$ cat src/tcrl_params.svh
// Constants for the test control register lock block.
// Included by the package and by every design file that needs numbers.
`ifndef TCRL_PARAMS_SVH
`define TCRL_PARAMS_SVH

// Register offsets on the serial control port register map
`define TCRL_ADDR_PUMP 8'h2A
`define TCRL_ADDR_HALT 8'h2B
`define TCRL_ADDR_BGAP 8'h2C
`define TCRL_ADDR_UNLOCK1 8'h3F
`define TCRL_ADDR_UNLOCK2 8'h40
`define TCRL_ADDR_TMODE 8'h41

// Reset values
`define TCRL_RST_PUMP 8'h01
`define TCRL_RST_HALT 8'h10
`define TCRL_RST_BGAP 8'h00
`define TCRL_RST_UNLOCK 8'h00
`define TCRL_RST_TMODE 8'h00
`define TCRL_ZERO8 8'h00

// Field positions
`define TCRL_BIT_PUMP_REG_EN 4
`define TCRL_BIT_PUMP_CHOICE 0
`define TCRL_BIT_HALT_POWER 4
`define TCRL_BIT_HALT_QUAD 1
`define TCRL_BIT_HALT_DISABLE 0
`define TCRL_BIT_BGAP_POWER 0
`define TCRL_TMODE_MSB 3
`define TCRL_TMODE_LSB 0

// Default password words; arbitrary values, overridable per instance
`define TCRL_UNLOCK1_DEFAULT 8'hA5
`define TCRL_UNLOCK2_DEFAULT 8'h5A

// Number of lockable test registers
`define TCRL_NUM_TEST 4

// Test mode codes
`define TCRL_TM_NORMAL 4'h0
`define TCRL_TM_SCAN 4'h1
`define TCRL_TM_QUIESCENT 4'h2
`define TCRL_TM_OUT_HIGH 4'h3
`define TCRL_TM_OUT_LOW 4'h4
`define TCRL_TM_IN_LOW 4'h5
`define TCRL_TM_IN_HIGH 4'h6
`define TCRL_TM_HIGH_Z 4'h7

`endif

$ cat src/tcrl_pkg.sv
// Types shared by the test control register lock block.
// Assumes tcrl_params.svh is on the include path.
`include "tcrl_params.svh"

package tcrl_pkg;

	typedef enum logic [3:0] {
		TCRL_TM_NORMAL = `TCRL_TM_NORMAL,
		TCRL_TM_SCAN = `TCRL_TM_SCAN,
		TCRL_TM_QUIESCENT = `TCRL_TM_QUIESCENT,
		TCRL_TM_OUT_HIGH = `TCRL_TM_OUT_HIGH,
		TCRL_TM_OUT_LOW = `TCRL_TM_OUT_LOW,
		TCRL_TM_IN_LOW = `TCRL_TM_IN_LOW,
		TCRL_TM_IN_HIGH = `TCRL_TM_IN_HIGH,
		TCRL_TM_HIGH_Z = `TCRL_TM_HIGH_Z
	} tcrl_test_mode_t;

	typedef logic [7:0] tcrl_byte_t;

endpackage : tcrl_pkg

$ cat src/tcrl_lock.sv
// Two password words and the unlock decision.
// Assumes writes arrive from the control port decoder on the core clock.
`timescale 1ns/1ps
`default_nettype none
`include "tcrl_params.svh"

module tcrl_lock #(
	parameter logic [7:0] WORD1 = `TCRL_UNLOCK1_DEFAULT,
	parameter logic [7:0] WORD2 = `TCRL_UNLOCK2_DEFAULT
) (
	input wire logic i_core_clk,
	input wire logic i_rst,
	input wire logic i_wr_word1,
	input wire logic i_wr_word2,
	input wire tcrl_pkg::tcrl_byte_t i_wr_data,
	output var tcrl_pkg::tcrl_byte_t o_word1,
	output var tcrl_pkg::tcrl_byte_t o_word2,
	output var logic o_unlocked
);
	import tcrl_pkg::*;

	// =====================================================
	// Password words, always reachable
	always_ff @(posedge i_core_clk or posedge i_rst)
	begin
		if (i_rst)
		begin
			o_word1 <= `TCRL_RST_UNLOCK;
		end
		else if (i_wr_word1)
		begin
			o_word1 <= i_wr_data;
		end
	end

	always_ff @(posedge i_core_clk or posedge i_rst)
	begin
		if (i_rst)
		begin
			o_word2 <= `TCRL_RST_UNLOCK;
		end
		else if (i_wr_word2)
		begin
			o_word2 <= i_wr_data;
		end
	end

	// =====================================================
	// Unlock state; registered so it trails the second word by one edge
	always_ff @(posedge i_core_clk or posedge i_rst)
	begin
		if (i_rst)
		begin
			o_unlocked <= 1'b0;
		end
		else
		begin
			o_unlocked <= (o_word1 == WORD1) && (o_word2 == WORD2);
		end
	end

endmodule : tcrl_lock
`default_nettype wire

$ cat src/tcrl_reg8.sv
// One 8-bit lockable register with its own reset value.
// Assumes the caller decodes the address and supplies the lock state.
`timescale 1ns/1ps
`default_nettype none
`include "tcrl_params.svh"

module tcrl_reg8 #(
	parameter logic [7:0] RESET_VALUE = `TCRL_ZERO8
) (
	input wire logic i_core_clk,
	input wire logic i_rst,
	input wire logic i_sel_wr,
	input wire logic i_unlocked,
	input wire tcrl_pkg::tcrl_byte_t i_wr_data,
	output var tcrl_pkg::tcrl_byte_t o_value
);
	import tcrl_pkg::*;

	// =====================================================
	// Storage; reserved bits kept as written
	always_ff @(posedge i_core_clk or posedge i_rst)
	begin
		if (i_rst)
		begin
			o_value <= RESET_VALUE;
		end
		else if (i_sel_wr && i_unlocked)
		begin
			o_value <= i_wr_data;
		end
	end

endmodule : tcrl_reg8
`default_nettype wire

$ cat src/tcrl_top.sv
// Test control register bank behind a two-word password lock.
// Assumes the serial control port decoder drives byte accesses on i_core_clk.
//
// Behaviour
// - Pump register-mode enable, bit 4, resets 0; 0 ignores register pump mode.
// - Pump mode choice, bit 0, resets 1; 1 is constant current.
// - Halt detector power, bit 4, resets 1; 1 powers detector up.
// - Halt detector quad current, bit 1, resets 0; 1 quadruples current.
// - Halt detector disable, bit 0, resets 0; 1 forces detector output high.
// - Bandgap power, bit 0, resets 0 (down); applies in test mode (code gates it on the unlock state only, not on the test mode field).
// - Two 8-bit read/write password words, each resetting to zero.
// - Test registers unlock only while both words hold correct values.
// - Writes to locked test registers are discarded, contents kept.
// - Reads of locked test registers return zero.
// - Four-bit test mode field resets to normal; codes 1 to 7 defined.
`timescale 1ns/1ps
`default_nettype none
`include "tcrl_params.svh"

module tcrl_top #(
	parameter logic [7:0] UNLOCK_WORD1 = `TCRL_UNLOCK1_DEFAULT,
	parameter logic [7:0] UNLOCK_WORD2 = `TCRL_UNLOCK2_DEFAULT
) (
	input wire logic i_core_clk,
	input wire logic i_rst,
	// Register access from the control port
	input wire logic [7:0] i_reg_addr,
	input wire logic i_reg_wr_en,
	input wire tcrl_pkg::tcrl_byte_t i_reg_wr_data,
	input wire logic i_reg_rd_en,
	output logic o_reg_rd_valid,
	output tcrl_pkg::tcrl_byte_t o_reg_rd_data,
	// Pump mode from the automatic controller
	input wire logic i_pump_auto_constant,
	// Raw clock halt detector output, asynchronous
	input wire logic i_clock_halt_raw,
	// Controls toward the analog blocks
	output logic o_pump_constant_current,
	output logic o_halt_detector_power,
	output logic o_halt_detector_quad_current,
	output logic o_clock_halt_flag,
	output logic o_bandgap_power,
	output logic o_unlocked,
	output tcrl_pkg::tcrl_test_mode_t o_test_mode_choice
);
	import tcrl_pkg::*;

	localparam int NT = `TCRL_NUM_TEST;
	localparam int IDX_PUMP = 0;
	localparam int IDX_HALT = 1;
	localparam int IDX_BGAP = 2;
	localparam int IDX_TMODE = 3;

	// =====================================================
	// Address and reset tables for the lockable registers
	function automatic logic [7:0] test_addr(input int idx);
		logic [7:0] a;
		a = `TCRL_ADDR_TMODE;
		case (idx)
			IDX_PUMP: a = `TCRL_ADDR_PUMP;
			IDX_HALT: a = `TCRL_ADDR_HALT;
			IDX_BGAP: a = `TCRL_ADDR_BGAP;
			default: a = `TCRL_ADDR_TMODE;
		endcase
		return a;
	endfunction : test_addr

	function automatic logic [7:0] test_reset(input int idx);
		logic [7:0] r;
		r = `TCRL_RST_TMODE;
		case (idx)
			IDX_PUMP: r = `TCRL_RST_PUMP;
			IDX_HALT: r = `TCRL_RST_HALT;
			IDX_BGAP: r = `TCRL_RST_BGAP;
			default: r = `TCRL_RST_TMODE;
		endcase
		return r;
	endfunction : test_reset

	// =====================================================
	// Password lock
	logic unlocked;
	tcrl_byte_t word1;
	tcrl_byte_t word2;
	logic wr_word1;
	logic wr_word2;

	assign wr_word1 = i_reg_wr_en && (i_reg_addr == `TCRL_ADDR_UNLOCK1);
	assign wr_word2 = i_reg_wr_en && (i_reg_addr == `TCRL_ADDR_UNLOCK2);

	tcrl_lock #(
		.WORD1(UNLOCK_WORD1),
		.WORD2(UNLOCK_WORD2)
	) u_lock (
		.i_core_clk(i_core_clk),
		.i_rst(i_rst),
		.i_wr_word1(wr_word1),
		.i_wr_word2(wr_word2),
		.i_wr_data(i_reg_wr_data),
		.o_word1(word1),
		.o_word2(word2),
		.o_unlocked(unlocked)
	);

	// =====================================================
	// Lockable test registers
	tcrl_byte_t test_val [NT];
	logic [NT-1:0] test_hit;

	genvar gi;
	generate
		for (gi = 0; gi < NT; gi++)
		begin : g_test
			assign test_hit[gi] = (i_reg_addr == test_addr(gi));
			tcrl_reg8 #(
				.RESET_VALUE(test_reset(gi))
			) u_reg (
				.i_core_clk(i_core_clk),
				.i_rst(i_rst),
				.i_sel_wr(i_reg_wr_en && test_hit[gi]),
				.i_unlocked(unlocked),
				.i_wr_data(i_reg_wr_data),
				.o_value(test_val[gi])
			);
		end
	endgenerate

	// =====================================================
	// Read path
	tcrl_byte_t rd_mux;

	always_comb
	begin
		rd_mux = `TCRL_ZERO8;
		if (i_reg_addr == `TCRL_ADDR_UNLOCK1)
		begin
			rd_mux = word1;
		end
		else if (i_reg_addr == `TCRL_ADDR_UNLOCK2)
		begin
			rd_mux = word2;
		end
		else if (unlocked)
		begin
			for (int k = 0; k < NT; k++)
			begin
				if (test_hit[k])
				begin
					rd_mux = test_val[k];
				end
			end
		end
	end

	always_ff @(posedge i_core_clk or posedge i_rst)
	begin
		if (i_rst)
		begin
			o_reg_rd_data <= `TCRL_ZERO8;
		end
		else if (i_reg_rd_en)
		begin
			o_reg_rd_data <= rd_mux;
		end
	end

	always_ff @(posedge i_core_clk or posedge i_rst)
	begin
		if (i_rst)
		begin
			o_reg_rd_valid <= 1'b0;
		end
		else
		begin
			o_reg_rd_valid <= i_reg_rd_en;
		end
	end

	// =====================================================
	// Charge pump mode
	// Register choice only counts while its enable is set
	always_ff @(posedge i_core_clk or posedge i_rst)
	begin
		if (i_rst)
		begin
			o_pump_constant_current <= 1'b0;
		end
		else if (test_val[IDX_PUMP][`TCRL_BIT_PUMP_REG_EN])
		begin
			o_pump_constant_current <= test_val[IDX_PUMP][`TCRL_BIT_PUMP_CHOICE];
		end
		else
		begin
			o_pump_constant_current <= i_pump_auto_constant;
		end
	end

	// =====================================================
	// Clock halt detector
	logic halt_meta_q;
	logic halt_sync_q;

	// Detector runs on its own timing, so resynchronise
	always_ff @(posedge i_core_clk or posedge i_rst)
	begin
		if (i_rst)
		begin
			halt_meta_q <= 1'b0;
			halt_sync_q <= 1'b0;
		end
		else
		begin
			halt_meta_q <= i_clock_halt_raw;
			halt_sync_q <= halt_meta_q;
		end
	end

	always_ff @(posedge i_core_clk or posedge i_rst)
	begin
		if (i_rst)
		begin
			o_clock_halt_flag <= 1'b0;
		end
		else if (test_val[IDX_HALT][`TCRL_BIT_HALT_DISABLE])
		begin
			o_clock_halt_flag <= 1'b1;
		end
		else
		begin
			o_clock_halt_flag <= halt_sync_q;
		end
	end

	always_ff @(posedge i_core_clk or posedge i_rst)
	begin
		if (i_rst)
		begin
			o_halt_detector_power <= 1'b1;
			o_halt_detector_quad_current <= 1'b0;
		end
		else
		begin
			o_halt_detector_power <= test_val[IDX_HALT][`TCRL_BIT_HALT_POWER];
			o_halt_detector_quad_current <= test_val[IDX_HALT][`TCRL_BIT_HALT_QUAD];
		end
	end

	// =====================================================
	// Test mode decode
	tcrl_test_mode_t mode_d;

	always_comb
	begin
		case (test_val[IDX_TMODE][`TCRL_TMODE_MSB:`TCRL_TMODE_LSB])
			`TCRL_TM_SCAN: mode_d = TCRL_TM_SCAN;
			`TCRL_TM_QUIESCENT: mode_d = TCRL_TM_QUIESCENT;
			`TCRL_TM_OUT_HIGH: mode_d = TCRL_TM_OUT_HIGH;
			`TCRL_TM_OUT_LOW: mode_d = TCRL_TM_OUT_LOW;
			`TCRL_TM_IN_LOW: mode_d = TCRL_TM_IN_LOW;
			`TCRL_TM_IN_HIGH: mode_d = TCRL_TM_IN_HIGH;
			`TCRL_TM_HIGH_Z: mode_d = TCRL_TM_HIGH_Z;
			default: mode_d = TCRL_TM_NORMAL;
		endcase
	end

	always_ff @(posedge i_core_clk or posedge i_rst)
	begin
		if (i_rst)
		begin
			o_test_mode_choice <= TCRL_TM_NORMAL;
		end
		else
		begin
			o_test_mode_choice <= mode_d;
		end
	end

	// =====================================================
	// Bandgap power; only meaningful while test access is open
	always_ff @(posedge i_core_clk or posedge i_rst)
	begin
		if (i_rst)
		begin
			o_bandgap_power <= 1'b0;
		end
		else
		begin
			o_bandgap_power <= unlocked && test_val[IDX_BGAP][`TCRL_BIT_BGAP_POWER];
		end
	end

	always_ff @(posedge i_core_clk or posedge i_rst)
	begin
		if (i_rst)
		begin
			o_unlocked <= 1'b0;
		end
		else
		begin
			o_unlocked <= unlocked;
		end
	end

endmodule : tcrl_top
`default_nettype wire

$ cat config.mk
export PLATFORM = sky130hd
export DESIGN_NAME = tcrl_top
export DESIGN_NICKNAME = d
export VERILOG_FILES = /design/src/tcrl_pkg.sv /design/src/tcrl_lock.sv /design/src/tcrl_reg8.sv /design/src/tcrl_top.sv
export VERILOG_INCLUDE_DIRS = /design/src
export SDC_FILE = /design/constraint.sdc
export NUM_CORES = 1
export LEC_CHECK = 0
export BUFFER_PORTS_ARGS = -buffer_cell sky130_fd_sc_hd__buf_2
export CAP_MARGIN = 25
export CORE_MARGIN = 1.5
export CORE_UTILIZATION = 59
export CTS_BUF_LIST = sky130_fd_sc_hd__clkbuf_4
export DETAILED_ROUTE_END_ITERATION = 8
export HOLD_SLACK_MARGIN = 0.15
export PLACE_DENSITY = 0.92
export SLEW_MARGIN = 10
export SYNTH_ARGS = -nofsm -noshare
export SYNTH_HDL_FRONTEND = slang
export SYNTH_SLANG_ARGS = --single-unit
$ cat constraint.sdc
create_clock -name i_core_clk -period 2.1 [get_ports i_core_clk]
set_input_delay 0.21 -clock i_core_clk [delete_from_list [all_inputs] [get_ports i_core_clk]]
set_output_delay 0.21 -clock i_core_clk [all_outputs]
set_load 0.01 [all_outputs]
==> flow_metrics.env <==
export IMPL_grt_pass1_wl_mm=10.47
export IMPL_setup_viol=0
export IMPL_via_per_inst=5.717
export IMPL_worst_ep_arrival_time_ns=2.15
export IMPL_drtPass1Iterations=5
export IMPL_globalRouteOverflowTotal=0
export IMPL_min_from="i_reg_addr[7]"
export IMPL_antenna_found_initial=0
export IMPL_ys_types=33
export IMPL_p_leak_uw=0.001770
export IMPL_wl_per_cell_um=17.60
export IMPL_cts_setup_buffers=0
export IMPL_holdPathEnd="o_reg_rd_data[3]"
export IMPL_synth_seq_cells=69
export IMPL_tritoncts="built"
export IMPL_fmax_mhz=542.0
export IMPL_yosysMostFrequentCell="dfrtp_1"
export IMPL_setup_tns_ns=0
export IMPL_cts_resized=0
export IMPL_numPortBuffers=39
export IMPL_vias=2201
export IMPL_cp_required_ns=2.41
export IMPL_yosys_top_cells_area="dfrtp_1, mux2_2, mux2_1"
export IMPL_avgSynthCellArea_um2=12.18
export IMPL_area_growth_pct=19.70
export IMPL_async_flop_share=1.000
export IMPL_hold_violations=0
export IMPL_gp_congestion=0.8495
export IMPL_worst_path_max_fanout=8
export IMPL_groute_usage_overall=0.2615
export IMPL_cap_violations=0
export IMPL_holdCritPathClass="input pin to flip-flop"
export IMPL_worstReg2RegEnd="g_test[0].u_reg.o_value[4]"
export IMPL_htree_levels=3
export IMPL_yosys_warnings=0
export IMPL_finalClockSkew_ns=0.01624
export IMPL_rr_startpoint="u_lock.o_unlocked"
export IMPL_die_area_mm2=0.005663
export IMPL_critPathKind="flip-flop to flip-flop"
export IMPL_reg2reg_depth=4
export IMPL_dp_hpwl_mm=4.460
export IMPL_synth_common_cells="dfrtp_1, mux2_2, nand2_1"
export IMPL_layoutNonFillerInstCount=385
export IMPL_diodes=0
export IMPL_ys_flop_type="dfrtp_1"
export IMPL_final_util=0.7266
export IMPL_pin_count=41
export IMPL_die_y_um=75.26
export IMPL_cts_sinks=69
export IMPL_insertion_delay_ns=0.42
export IMPL_synth_top_area_share=0.5361
export IMPL_holdPathStages=5
export IMPL_drtIter0Drc=223
export IMPL_grt_max_degree=70
export IMPL_die_w_um=75.26
export IMPL_cts_buffers=9
export IMPL_end_kind="flip-flop"
export IMPL_dp_cells=357
export IMPL_p_per_area_mw_per_mm2=729.1
export IMPL_synthesis_area_mm2=0.003080
export IMPL_fin_nets=332
export IMPL_cts_root_buf="clkbuf_4"
export IMPL_clkTransAtPathRegs_ns=0.12
export IMPL_p_total_uw=2688
export IMPL_initial_core_util=0.6070
export IMPL_critPathLaunchType="flip-flop"
export IMPL_grt_pass1_vias=2110
export IMPL_synth_edff_count=0
export IMPL_ys_seq_area_frac=0.5617
export IMPL_synthCells=253
export IMPL_yosysTopAreaCell="dfrtp_1"
export IMPL_final_period_utilization=0.8786
export IMPL_grt_setup_unrepaired="false"
export IMPL_design_core_area_mm2=0.005075
export IMPL_drt_total_wl_mm=6.776
export IMPL_ir_drop_uv=544.4
export IMPL_drc_errors=0
export IMPL_drive_above_1_share=0.3651
export IMPL_status="finished, final reports clean"
export IMPL_slew_violations=0
export IMPL_syn_nets=275
export IMPL_antenna_left=0
export IMPL_period_minus_slack_ns=1.845
export IMPL_regToRegSetupSlack_ns=0.25
export IMPL_rows=26
export IMPL_cts_max_path_buffers=2
-- through the flow --
step | hold WS (ns) | cell area (um2) | worst slack (ns)
5_1_grt | 0.2943 | 3687 | 0.1975
6_report | 0.2795 | 3687 | 0.2549
4_1_cts | 0.2692 | 3687 | 0.2542
3_5_place_dp | 0.3106 | 3378 | 0.1115
3_3_place_gp | 0.3081 | 3378 | 0.1618
2_1_floorplan | 0.2414 | 3080 | 0.1551
-- worst max-delay path by stage --
stage / slack [ns] / depth (start not counted) / end / from
after floorplan: 0.16 / 1 / g_test[0].u_reg.o_value[1] / i_rst
after global placement: 0.16 / 5 / u_lock.o_word2[0] / i_reg_addr[1]
after detailed placement: 0.11 / 5 / g_test[0].u_reg.o_value[4] / i_reg_addr[7]
after CTS: 0.25 / 4 / g_test[0].u_reg.o_value[4] / u_lock.o_unlocked
after global routing: 0.20 / 4 / g_test[0].u_reg.o_value[4] / u_lock.o_unlocked
final: 0.25 / 4 / g_test[0].u_reg.o_value[4] / u_lock.o_unlocked
-- sequential cells by signal (all words and copies together) (netlist names), 3 cells and up --
register              cells
g_test.u_reg.o_value     32
u_lock.o_word1            8
o_test_mode_choice        3
u_lock.o_word2            8
o_reg_rd_data             8
-- critical path, stage by stage, from the launching register on --
cell,delay [ns]
dfrtp_1,0.37
inv_1,0.07
or2_1,0.24
or4_1,0.63
mux2_1,0.41
-- area by class of cell --
class | instances | area [um2]
flip-flops and latches | 69 | 1730
fillers | 350 | 1388
multi-input cells | 153 | 1225
repair buffers | 59 | 387.9
clock inverters | 7 | 121.4
well taps | 70 | 87.58
clock buffers | 9 | 67.56
inverters | 18 | 67.56
-- power breakdown --
part	leakage, uW	internal [uW]	switching [uW]
Clock	0.000100	608	509
Combinational	0.000743	84.6	110
Sequential	0.000927	1360	17.9
Total	0.00177	2050	637
-- cell families (layout without fill, tap and decap cells) --
kind of cell / count (synthesis) / in the layout / share of synthesized area
muxes: 57 / 57 / 0.2051
buffers and inverters: 31 / 93 / 0.04062
DFF: 69 / 69 / 0.5617
other: 1 / 1 / 0.001217
AOI/OAI and AO/OA: 32 / 32 / 0.06174
and+or+nand+nor: 63 / 63 / 0.1296
-- routing by layer --
metal	wire (um)	up-vias	share of wire	track usage
li1	-	1017	-	-
met1	2755	1067	0.41	0.3496
met2	3395	96	0.50	0.4012
met3	448	21	0.066	0.06827
met4	176	0	0.026	0.1250
met5	0	-	0	0
-- layout by cell type, fill, tap and decap left out, types with 2 or more instances in the layout --
master / instances
mux2i_1: 8
buf_2: 39
bufinv_16: 3
dfrtp_1: 66
nor4_2: 2
nand2_1: 19
mux2_2: 40
nand2b_1: 11
dfstp_2: 3
o22ai_1: 16
nor2b_1: 3
nor2_1: 2
clkbuf_4: 9
o21ai_0: 8
dlygate4sd3_1: 12
clkinv_4: 2
or2_2: 2
inv_1: 17
buf_4: 7
mux2_1: 9
nand4_1: 3
nor3_1: 2
a31oi_1: 8
nand3_1: 8
-- repair_timing --
item | 4_1_cts | 5_1_grt
hold buffers | 12 | 0
setup endpoints to repair | 0 | 0
hold endpoints to repair | 120 | 0
(Power assumes the default switching activity.)
